==> src/inc/wlsp_pkg.sv <==
// Shared constants and types for the write latch and sector protect block.
// Assumes a 24-bit flash address and SPI opcodes sent MSB first.
package wlsp_pkg;

   // ----------------------------------------------------------------
   // Opcodes
   // ----------------------------------------------------------------
   localparam logic [7:0] OP_WRITE_ENABLE  = 8'h06; // Set latch
   localparam logic [7:0] OP_WRITE_DISABLE = 8'h04; // Clear latch
   localparam logic [7:0] OP_PROTECT       = 8'h36; // Protect sector
   localparam logic [7:0] OP_UNPROTECT     = 8'h39; // Unprotect sector

   // ----------------------------------------------------------------
   // Frame layout
   // ----------------------------------------------------------------
   localparam int         ADDR_W         = 24;      // Address width
   localparam logic [2:0] BYTES_OPCODE   = 3'h1;    // Bytes in opcode
   localparam logic [2:0] BYTES_ADDRESS  = 3'h4;    // Opcode plus address
   localparam logic [2:0] BIT_LAST       = 3'h7;    // Last bit of a byte

   // ----------------------------------------------------------------
   // Reset values
   // ----------------------------------------------------------------
   localparam logic       LATCH_RESET    = 1'b0;    // Latch after reset
   localparam logic       PROTECT_RESET  = 1'b1;    // Sector flag at reset

   // ----------------------------------------------------------------
   // Sector map defaults
   // ----------------------------------------------------------------
   localparam int         SECTOR_COUNT   = 4;       // Physical sectors
   localparam int         SECTOR_SHIFT   = 16;      // Low bits inside one

   // ----------------------------------------------------------------
   // Frame states, one-hot
   // ----------------------------------------------------------------
   typedef enum logic [3:0] {
      WLSP_IDLE   = 4'b0001,
      WLSP_OPCODE = 4'b0010,
      WLSP_ADDR   = 4'b0100,
      WLSP_IGNORE = 4'b1000
   } wlsp_state_e;

   // Request from the program / erase engine to check permission
   typedef struct packed {
      logic              valid;       // One-cycle request pulse
      logic              needs_sector; // Program or erase of the array
      logic [ADDR_W-1:0] addr;        // Target address
   } wlsp_req_s;

endpackage

==> src/hw/wlsp_core.sv <==
// Write enable latch and per-sector software protection for a serial
// flash. Assumes SPI pins arrive asynchronous to clock and are slow
// enough (several clock periods per serial clock phase) to oversample.
`timescale 1ns/1ps

module wlsp_core #(
   parameter int SECTORS = wlsp_pkg::SECTOR_COUNT, // Sector count
   parameter int SHIFT   = wlsp_pkg::SECTOR_SHIFT  // Sector size, log2
) (
   // Clock and reset
   input  wire logic                clock,
   input  wire logic                reset,
   // SPI pins from the host
   input  wire logic                spi_cs_n,
   input  wire logic                spi_sck,
   input  wire logic                spi_mosi,
   // Write protect pin
   input  wire logic                wp_n,
   // Lock bit from the status register
   input  wire logic                protection_lock_bit,
   // Permission check from the program / erase engine
   input  wire wlsp_pkg::wlsp_req_s op_req,
   output      logic                op_grant,
   output      logic                op_reject,
   // State seen by the rest of the device
   output      logic                write_enable_latch,
   output      logic [SECTORS-1:0]  sector_protect,
   output      logic                hard_locked
);

   // ----------------------------------------------------------------
   // Declarations
   // ----------------------------------------------------------------
   localparam int IDX_W = (SECTORS > 1) ? $clog2(SECTORS) : 1;

   logic                  cs_n_meta;    // First sync stage
   logic                  cs_n_sync;    // Second sync stage
   logic                  cs_n_prev;    // For deselect edge
   logic                  sck_meta;     // First sync stage
   logic                  sck_sync;     // Second sync stage
   logic                  sck_prev;     // For rising edge
   logic                  mosi_meta;    // First sync stage
   logic                  mosi_sync;    // Second sync stage
   logic                  wp_n_meta;    // First sync stage
   logic                  wp_n_sync;    // Second sync stage
   logic                  sck_rise;     // Serial clock rising edge
   logic                  cs_rise;      // End of frame
   logic                  cs_fall;      // Start of frame
   wlsp_pkg::wlsp_state_e state;        // Frame state
   logic [2:0]            bit_pos;      // Bit within current byte
   logic [2:0]            bytes_done;   // Whole bytes, saturating
   logic [7:0]            opcode;       // Captured opcode
   logic [wlsp_pkg::ADDR_W-1:0] addr_sh; // Address shifter
   logic                  aligned;      // Frame ends on byte boundary
   logic                  full_opcode;  // Opcode complete
   logic                  full_addr;    // Address complete
   logic                  is_sector_op; // Protect or unprotect
   logic                  frozen;       // Flags may not change
   logic [IDX_W-1:0]      frame_idx;    // Sector named by the frame
   logic [IDX_W-1:0]      req_idx;      // Sector named by the request

   // ----------------------------------------------------------------
   // Pin synchronisers
   // ----------------------------------------------------------------
   // Two stages for every pin; edges come from the second stage only
   always_ff @(posedge clock) begin
      if (reset) begin
         cs_n_meta <= 1'b1;
         cs_n_sync <= 1'b1;
         sck_meta  <= 1'b0;
         sck_sync  <= 1'b0;
         mosi_meta <= 1'b0;
         mosi_sync <= 1'b0;
         wp_n_meta <= 1'b1;
         wp_n_sync <= 1'b1;
      end else begin
         cs_n_meta <= spi_cs_n;
         cs_n_sync <= cs_n_meta;
         sck_meta  <= spi_sck;
         sck_sync  <= sck_meta;
         mosi_meta <= spi_mosi;
         mosi_sync <= mosi_meta;
         wp_n_meta <= wp_n;
         wp_n_sync <= wp_n_meta;
      end
   end

   // Delayed copies for edge detection
   always_ff @(posedge clock) begin
      if (reset) begin
         cs_n_prev <= 1'b1;
         sck_prev  <= 1'b0;
      end else begin
         cs_n_prev <= cs_n_sync;
         sck_prev  <= sck_sync;
      end
   end

   // Mode 0 and 3 both sample on the rising edge
   assign sck_rise = sck_sync && !sck_prev && !cs_n_sync;
   assign cs_rise  = cs_n_sync && !cs_n_prev;
   assign cs_fall  = !cs_n_sync && cs_n_prev;

   // ----------------------------------------------------------------
   // Frame decode helpers
   // ----------------------------------------------------------------
   assign aligned      = (bit_pos == 3'h0);
   assign full_opcode  = (bytes_done >= wlsp_pkg::BYTES_OPCODE);
   assign full_addr    = (bytes_done >= wlsp_pkg::BYTES_ADDRESS);
   assign is_sector_op = (opcode == wlsp_pkg::OP_PROTECT) ||
                         (opcode == wlsp_pkg::OP_UNPROTECT);
   // Pin low with lock set is a hard lock; lock alone is soft
   assign frozen       = protection_lock_bit;
   // Bytes inside a sector do not matter
   assign frame_idx = IDX_W'(addr_sh >> SHIFT);
   assign req_idx   = IDX_W'(op_req.addr >> SHIFT);

   // ----------------------------------------------------------------
   // Frame state machine
   // ----------------------------------------------------------------
   // Tracks which part of the frame the next bit belongs to
   always_ff @(posedge clock) begin
      if (reset) begin
         state <= wlsp_pkg::WLSP_IDLE;
      end else if (cs_rise) begin
         state <= wlsp_pkg::WLSP_IDLE;
      end else begin
         unique case (state)
            wlsp_pkg::WLSP_IDLE: begin
               if (cs_fall) begin
                  state <= wlsp_pkg::WLSP_OPCODE;
               end
            end
            wlsp_pkg::WLSP_OPCODE: begin
               if (sck_rise && bit_pos == wlsp_pkg::BIT_LAST) begin
                  // Latch commands carry nothing after the opcode
                  if (opcode[6:0] == wlsp_pkg::OP_PROTECT[7:1] ||
                      opcode[6:0] == wlsp_pkg::OP_UNPROTECT[7:1]) begin
                     state <= wlsp_pkg::WLSP_ADDR;
                  end else begin
                     state <= wlsp_pkg::WLSP_IGNORE;
                  end
               end
            end
            wlsp_pkg::WLSP_ADDR: begin
               // Bits after the third address byte are dropped
               if (sck_rise && bit_pos == wlsp_pkg::BIT_LAST &&
                   bytes_done == wlsp_pkg::BYTES_ADDRESS - 3'h1) begin
                  state <= wlsp_pkg::WLSP_IGNORE;
               end
            end
            wlsp_pkg::WLSP_IGNORE: begin
               state <= wlsp_pkg::WLSP_IGNORE;
            end
            default: begin
               state <= wlsp_pkg::WLSP_IDLE;
            end
         endcase
      end
   end

   // ----------------------------------------------------------------
   // Bit and byte counters
   // ----------------------------------------------------------------
   // Bit position keeps running past the payload so that alignment
   // is still judged on trailing bits that are otherwise ignored
   always_ff @(posedge clock) begin
      if (reset || cs_fall) begin
         bit_pos    <= 3'h0;
         bytes_done <= 3'h0;
      end else if (sck_rise && state != wlsp_pkg::WLSP_IDLE) begin
         bit_pos <= bit_pos + 3'h1;
         if (bit_pos == wlsp_pkg::BIT_LAST &&
             bytes_done != wlsp_pkg::BYTES_ADDRESS) begin
            bytes_done <= bytes_done + 3'h1;
         end
      end
   end

   // ----------------------------------------------------------------
   // Shifters
   // ----------------------------------------------------------------
   // Opcode and address both arrive most significant bit first
   always_ff @(posedge clock) begin
      if (reset || cs_fall) begin
         opcode  <= 8'h00;
         addr_sh <= 24'h00_0000;
      end else if (sck_rise) begin
         if (state == wlsp_pkg::WLSP_OPCODE) begin
            opcode <= {opcode[6:0], mosi_sync};
         end
         if (state == wlsp_pkg::WLSP_ADDR) begin
            addr_sh <= {addr_sh[wlsp_pkg::ADDR_W-2:0], mosi_sync};
         end
      end
   end

   // ----------------------------------------------------------------
   // Write enable latch
   // ----------------------------------------------------------------
   // Acts only at deselect, after a frame that was really started
   always_ff @(posedge clock) begin
      if (reset) begin
         write_enable_latch <= wlsp_pkg::LATCH_RESET;
      end else if (cs_rise && state != wlsp_pkg::WLSP_IDLE) begin
         if (full_opcode && aligned &&
             opcode == wlsp_pkg::OP_WRITE_ENABLE) begin
            write_enable_latch <= 1'b1;
         end else if (full_opcode && aligned &&
                      opcode == wlsp_pkg::OP_WRITE_DISABLE) begin
            write_enable_latch <= 1'b0;
         end else if (full_opcode && is_sector_op) begin
            // Done, aborted or locked: the latch drops every time
            write_enable_latch <= 1'b0;
         end
         // A short or ragged latch frame leaves the latch alone
      end
   end

   // ----------------------------------------------------------------
   // Sector protection flags
   // ----------------------------------------------------------------
   // Without the latch set beforehand the host skipped a step, so the
   // command is dropped rather than trusted
   genvar s;
   generate
      for (s = 0; s < SECTORS; s++) begin : g_sector
         always_ff @(posedge clock) begin
            if (reset) begin
               sector_protect[s] <= wlsp_pkg::PROTECT_RESET;
            end else if (cs_rise && state != wlsp_pkg::WLSP_IDLE &&
                         full_addr && aligned && !frozen &&
                         write_enable_latch &&
                         frame_idx == IDX_W'(s)) begin
               if (opcode == wlsp_pkg::OP_PROTECT) begin
                  sector_protect[s] <= 1'b1;
               end else if (opcode == wlsp_pkg::OP_UNPROTECT) begin
                  sector_protect[s] <= 1'b0;
               end
            end
         end
      end
   endgenerate

   // ----------------------------------------------------------------
   // Lock indication
   // ----------------------------------------------------------------
   // Hard lock needs the pin high before the lock bit can be cleared
   always_ff @(posedge clock) begin
      if (reset) begin
         hard_locked <= 1'b0;
      end else begin
         hard_locked <= !wp_n_sync && protection_lock_bit;
      end
   end

   // ----------------------------------------------------------------
   // Permission check for writing commands
   // ----------------------------------------------------------------
   // Answered one cycle after the request, exactly one of the two
   always_ff @(posedge clock) begin
      if (reset) begin
         op_grant  <= 1'b0;
         op_reject <= 1'b0;
      end else if (op_req.valid) begin
         if (!write_enable_latch) begin
            op_grant  <= 1'b0;
            op_reject <= 1'b1;
         end else if (op_req.needs_sector &&
                      sector_protect[req_idx]) begin
            op_grant  <= 1'b0;
            op_reject <= 1'b1;
         end else begin
            op_grant  <= 1'b1;
            op_reject <= 1'b0;
         end
      end else begin
         op_grant  <= 1'b0;
         op_reject <= 1'b0;
      end
   end

endmodule

==> config.mk <==
export PLATFORM = sky130hd
export DESIGN_NAME = wlsp_core
export DESIGN_NICKNAME = d
export VERILOG_FILES = /design/src/inc/wlsp_pkg.sv /design/src/hw/wlsp_core.sv
export SDC_FILE = /design/constraint.sdc
export NUM_CORES = 1
export LEC_CHECK = 0
export BUFFER_PORTS_ARGS = -buffer_cell sky130_fd_sc_hd__buf_2
export CORE_MARGIN = 4
export CORE_UTILIZATION = 40
export DETAILED_ROUTE_END_ITERATION = 16
export GPL_TIMING_DRIVEN = 0
export RECOVER_POWER = 25
export REMOVE_ABC_BUFFERS = 1
export SKIP_LAST_GASP = 1
export SLEW_MARGIN = 30
export SYNTH_ARGS = -nofsm -noshare
export SYNTH_HDL_FRONTEND = slang
export SYNTH_SLANG_ARGS = --single-unit
==> constraint.sdc <==
create_clock -name clock -period 2.35 [get_ports clock]
set_clock_uncertainty 0.05 [all_clocks]
set_input_delay 0.235 -clock clock [delete_from_list [all_inputs] [get_ports clock]]
set_output_delay 0.235 -clock clock [all_outputs]
set_load 0.03 [all_outputs]
After elaboration in Yosys (flattened, before gate mapping)

Index checks and enable logic that the tools add are counted.

Bits in registers: 54
Latch bits: 0
Bits in writable memories: 0
ROM bits: 0
Input port bits: 33
Word-level logic and storage cells: 112
Memories: 0

$add $sub $neg: 2
Multipliers: 0
Div/mod/pow operators: 0
$lt $le $gt $ge: 3
Equal/unequal tests: 20
Shifts and indexed selects: 0
Muxes and demuxes: 15
Bitwise operators: 2
Reduce and logical (&&, ||, !) cells: 47

Operator list:

| cell                                                  | count |
|---|---|
| logical AND 1 bit                                     | 23 |
| equality test 8 x 3 -> 1 bit, second input constant   | 2 |
| equality test 8 x 6 -> 1 bit, second input constant   | 2 |
| 2-to-1 mux 4 bit                                      | 4 |
| one-hot mux 4 bit (4 select lines)                    | 1 |
| AND reduction 2 bit                                   | 8 |
| equality test 7 x 5 -> 1 bit, second input constant   | 2 |
| 2-to-1 mux 1 bit                                      | 9 |
| adder 3 x 1 -> 3 bit, second input constant           | 2 |
| inequality test 2 bit, second input constant          | 3 |
| logical NOT 1 bit                                     | 5 |
| equality test 2 bit, second input constant            | 2 |
| equality test 4 x 1 -> 1 bit, second input constant   | 1 |
| equality test 4 x 2 -> 1 bit, second input constant   | 1 |
| equality test 4 x 3 -> 1 bit, second input constant   | 1 |
| equality test 4 bit, second input constant            | 1 |
| inequality test 4 x 1 -> 1 bit, second input constant | 1 |
| OR reduction 2 bit                                    | 2 |
| equality test 3 x 2 -> 1 bit, second input constant   | 1 |
| equality test 3 bit, second input constant            | 1 |
| >= comparator 3 x 1 -> 1 bit, second input constant   | 1 |
| >= comparator 3 bit, second input constant            | 1 |
| logical NOT 3 bit                                     | 1 |
| logical OR 1 bit                                      | 3 |
| 10 further kinds                                      | 11 |

Logic depth before layout (Yosys ltp)

Depth in word-level cells: 9
Mapped depth: 6
Depth with buffers taken out: 6

Least setup slack after synthesis

No wires, ideal clock.

Kind: register -> register
Start: register state[0]
End: register addr_sh[17] in the netlist's numbering
Library setup time: 0.132 ns
Arrival time: 1.755 ns
Required time: 2.168 ns
Setup slack: 0.412 ns
Cell stages (with the launch flop): 7
Buffers on the path: 2
Cell sequence: dfxtp_1 or4b_4 or4b_1 buf_6 buf_8 nand2_1 a21oi_1

Longest elaborated chain between the ends: 2

Ends and longest elaborated chain:

| what                          | RTL line         | source |
|---|---|---|
| start, declared               | wlsp_core.sv:49  | `wlsp_pkg::wlsp_state_e state;` |
| start signal, assigned        | wlsp_core.sv:124 | `state <= wlsp_pkg::WLSP_IDLE;` |
| start signal, assigned        | wlsp_core.sv:126 | `state <= wlsp_pkg::WLSP_IDLE;` |
| start signal, assigned        | wlsp_core.sv:131 | `state <= wlsp_pkg::WLSP_OPCODE;` |
| equality test 4 x 3 -> 1 bit  | wlsp_core.sv:192 | `if (state == wlsp_pkg::WLSP_ADDR) begin` |
| AND reduction 2 bit (no line) | -                |  |
| end signal, assigned          | wlsp_core.sv:193 | `addr_sh <= {addr_sh[wlsp_pkg::ADDR_W-2:0], mosi_sync};` |
| end, declared                 | wlsp_core.sv:53  | `logic [wlsp_pkg::ADDR_W-1:0] addr_sh;` |

No other way between the ends.
A chain may end at the register's enable or synchronous reset.

Worst setup path in the final report

Start: register state[2]
End: register addr_sh[16] in the netlist's numbering

Same word-level chain as after synthesis.

==> summary.txt <==
Status
  • Run status: finished, final reports clean

Synth
  • Primary flip-flop cell chosen by synthesis mapping: dfxtp_1
  • Largest cells by area after synthesis: dfxtp_1, nand2_1, a21oi_1, ha_1, nand3_1
  • Share of the yosys chip area belonging to registers: 46.7%
  • Largest area contributor in the synthesized netlist: dfxtp_1
  • Yosys warns: 0
  • Flip-flop and latch count after synthesis: 54
  • Synthesized area divided by synthesized cell count: slightly below 9 um2
  • Syn Inst Count: 263
  • Count leader, synth: dfxtp_1
  • Share of Yosys cell area claimed by the top area cell type: 46.7%
  • Count of flip-flops with a built-in enable after synthesis: 0
  • Asr flop ratio synth: 0%
  • Post-synthesis cell type count: 45
  • Top post-synthesis cells by count: dfxtp_1, nand2_1, a21oi_1
  • Post-Syn Area: 2320 um2

Final layout
  • Fill count: 569
  • Post-Layout Cell Count: 353
  • Fin util: between 40% and 50%
  • Synth-to-layout area growth: 12.8%
  • Share of cells above drive strength 1: 15.3%
  • Net count of the finished layout: 320
  • Antenna cells: 0
  • Post-route cell area: approximately 2600 um2

Hold path
  • Path class of the lowest-slack min-delay path: primary input to flip-flop
  • Hold wc startpoint: spi_cs_n

Routing
  • Remaining design rule violation count: 0
  • Initial DRC count: 77
  • Post-route ant nets: 0
  • Total wire length after detailed routing: 4270 um
  • Vias per cell: 5.15
  • Count of TritonRoute iterations in the first routing pass: 4
  • Wire length per cell after detailed routing: 12.1 um
  • Vias after detailed routing: 1819

Die
  • Row cnt: 27
  • Full die area: 7070 um2
  • Effective utilization at floorplan: 41.5%
  • Height of the die: roughly 84 um
  • Placeable core area: 5570 um2
  • Horizontal die dimension: 84.1 um
  • Io pins: 41

Clock tree
  • Maximum level of the CTS H-tree: 2
  • TritonCTS clock tree: yes
  • TritonCTS buffer count: 5
  • Post-CTS repair timing setup buffer count: 0
  • Buffers from clock root to sink, at most: 2
  • Hold buffers post-CTS: 0
  • Clock transition at path regs: around 100 ps
  • Clock Root Buffer: clkbuf_8
  • Worst-skew pair later-pin latency: 310 ps
  • Total number of clock tree sinks: between 50 and 60

Pwr
  • Peak VDD IR: 0.000326 V
  • Leakage component of the power: 0.961 nW
  • Power density cells: 639 nW/um2
  • Switching power summed over all nets: around 0.00037 W
  • Share of total power consumed by net switching: around 22%
  • Cell-internal power: between 0.001 and 0.0015 W
  • Part of the power in the clock network: ~37%
  • Combinational group share of total power: 6.4%
  • Part of the total power dissipated in sequential elements: 56.7%

Flow run
  • Reported max-cap violation count: 0

Critical path
  • CP startpoint kind: flip-flop
  • Data arrival time of the worst path: 2150 ps
  • Kind of end point of the critical path: flip-flop
  • Reg-to-reg slack, setup: 330 ps
  • Critical Setup Path Class: flip-flop to flip-flop
  • Reg-to-reg critical path startpoint: state[2]
  • Req. time, crit path: 2480 ps
  • Worst setup path start: state[2]
  • Highest fanout seen on the critical path: 18

GRT
  • Busiest metal layer after global routing: met2
  • Overflow left after global routing: 0
  • Global-route wire length before repair: 7360 um
  • Fraction of met1 tracks used by global routing: between 10% and 20%
  • All-Layer GR Usage: about an eighth
  • Met3 demand-to-capacity share in global routing: around 3.7%
  • Pin count of the biggest net entering global routing: 25
  • Via count of the first global-routing pass: between 1.5k and 2k
  • Number of antenna violations at the first check in global routing: 0
  • Met2 GRT Util: between 20% and 30%

Timing
  • Fmax: 0.495 GHz
  • Worst slew margin: 54.7%
  • Final Hold Viols: 0
  • Clock period minus worst slack: about 2000 ps
  • Hold Worst Slack: 48.7 ps
  • Setup repair after global routing missed its margin: no
  • Share of the clock period used by the worst path: a little under nine tenths
  • Number of failing setup endpoints in the final timing report: 0
  • Worst Tran Pin Value: approximately 680 ps
  • Final worst setup slack: 330 ps
  • Max-slew violations: 0

Placement
  • Area after DPL: 2490 um2
  • I/O Buffers: 18
  • Setup Slack @ Placement: 113 ps
  • Gpl congestion: ~0.77
  • Placed cells: roughly 340
  • Estimated wirelength of the detail-placed design: 3010 um
kinds of logic (layout without fill, tap and decap cells):
logic type	count (synthesis)	after routing	synth area share [%]
flip-flops	54	54	46.7
adder cells (fa/ha/maj)	8	8	4.21
multiplexers	5	5	2.70
AO/OA/AOI/OAI	47	47	11.9
AND/OR/NAND/NOR	125	125	29.0
buffers and inverters	22	40	4.75
XOR/XNOR	2	2	0.756
power by group through the flow:
stage               Sequential, W  Combinational [W]  Clock, W
floorplan                0.000964          0.0000649         0
global placement         0.000965          0.0000950         0
detailed placement       0.000967           0.000108         0
CTS                      0.000946           0.000109  0.000636
global route             0.000949           0.000121  0.000676
finish                   0.000946           0.000107  0.000615
cell usage in the layout (no fill, tap or decap), types with 3 or more instances in the layout:
master	n
dfxtp_1	54
nand2_1	53
a21oi_1	29
buf_2	15
nor2_1	13
nand3_1	12
inv_1	10
nor2b_1	8
ha_1	7
o21ai_0	6
or2_2	5
nand2b_1	5
clkbuf_8	5
clkbuf_1	5
mux2i_1	4
a31o_2	4
nand4_1	4
a211oi_1	3
nor4_1	3
sequential cells by signal (all words and copies together), names as in the netlist, 3 cells and up:
register        flops
addr_sh            18
bit_pos             3
bytes_done          3
opcode              8
sector_protect      4
state               4
critical path, cell delays in order, from the launching register on:
cell and delay (ps):
dfxtp_1 470, or4b_4 550, or4b_4 640, nand2_1 110, a21oi_1 60
metal layers:
metal  up-vias  routed length (um)
met3         7                 205
met1       843                2130
met5         -                   0
li1        940                   -
met2        29                1870
met4         0                  68
metrics by stage:
stage	total power (W)	setup TNS, ps
6_report	0.00167	0
3_5_place_dp	0.00108	0
4_1_cts	0.00169	0
3_3_place_gp	0.00106	-6920
2_1_floorplan	0.00103	0
5_1_grt	0.00175	0
area by class of cell:
type,count,area [um2],area share [%]
repair buffers,21,125,4.79
inverters,11,41.3,1.58
multi-input cells,187,1160,44.6
clock inverters,2,37.5,1.44
flip-flops and latches,54,1080,41.4
clock buffers,6,72.6,2.78
well taps,72,90.1,3.45
repair_timing:
item	4_1_cts	5_1_grt
endpoints found under the setup margin	0	13
gates resized for setup	0	3
hold endpoints to repair	0	0
path summary, 6_finish.rpt:
path,end,cells past startpoint
max reg2reg,addr_sh[16],4
min,cs_n_meta,2
max,addr_sh[16],4
min reg2reg,hard_locked,1
Power figures use the tool's default switching activity.
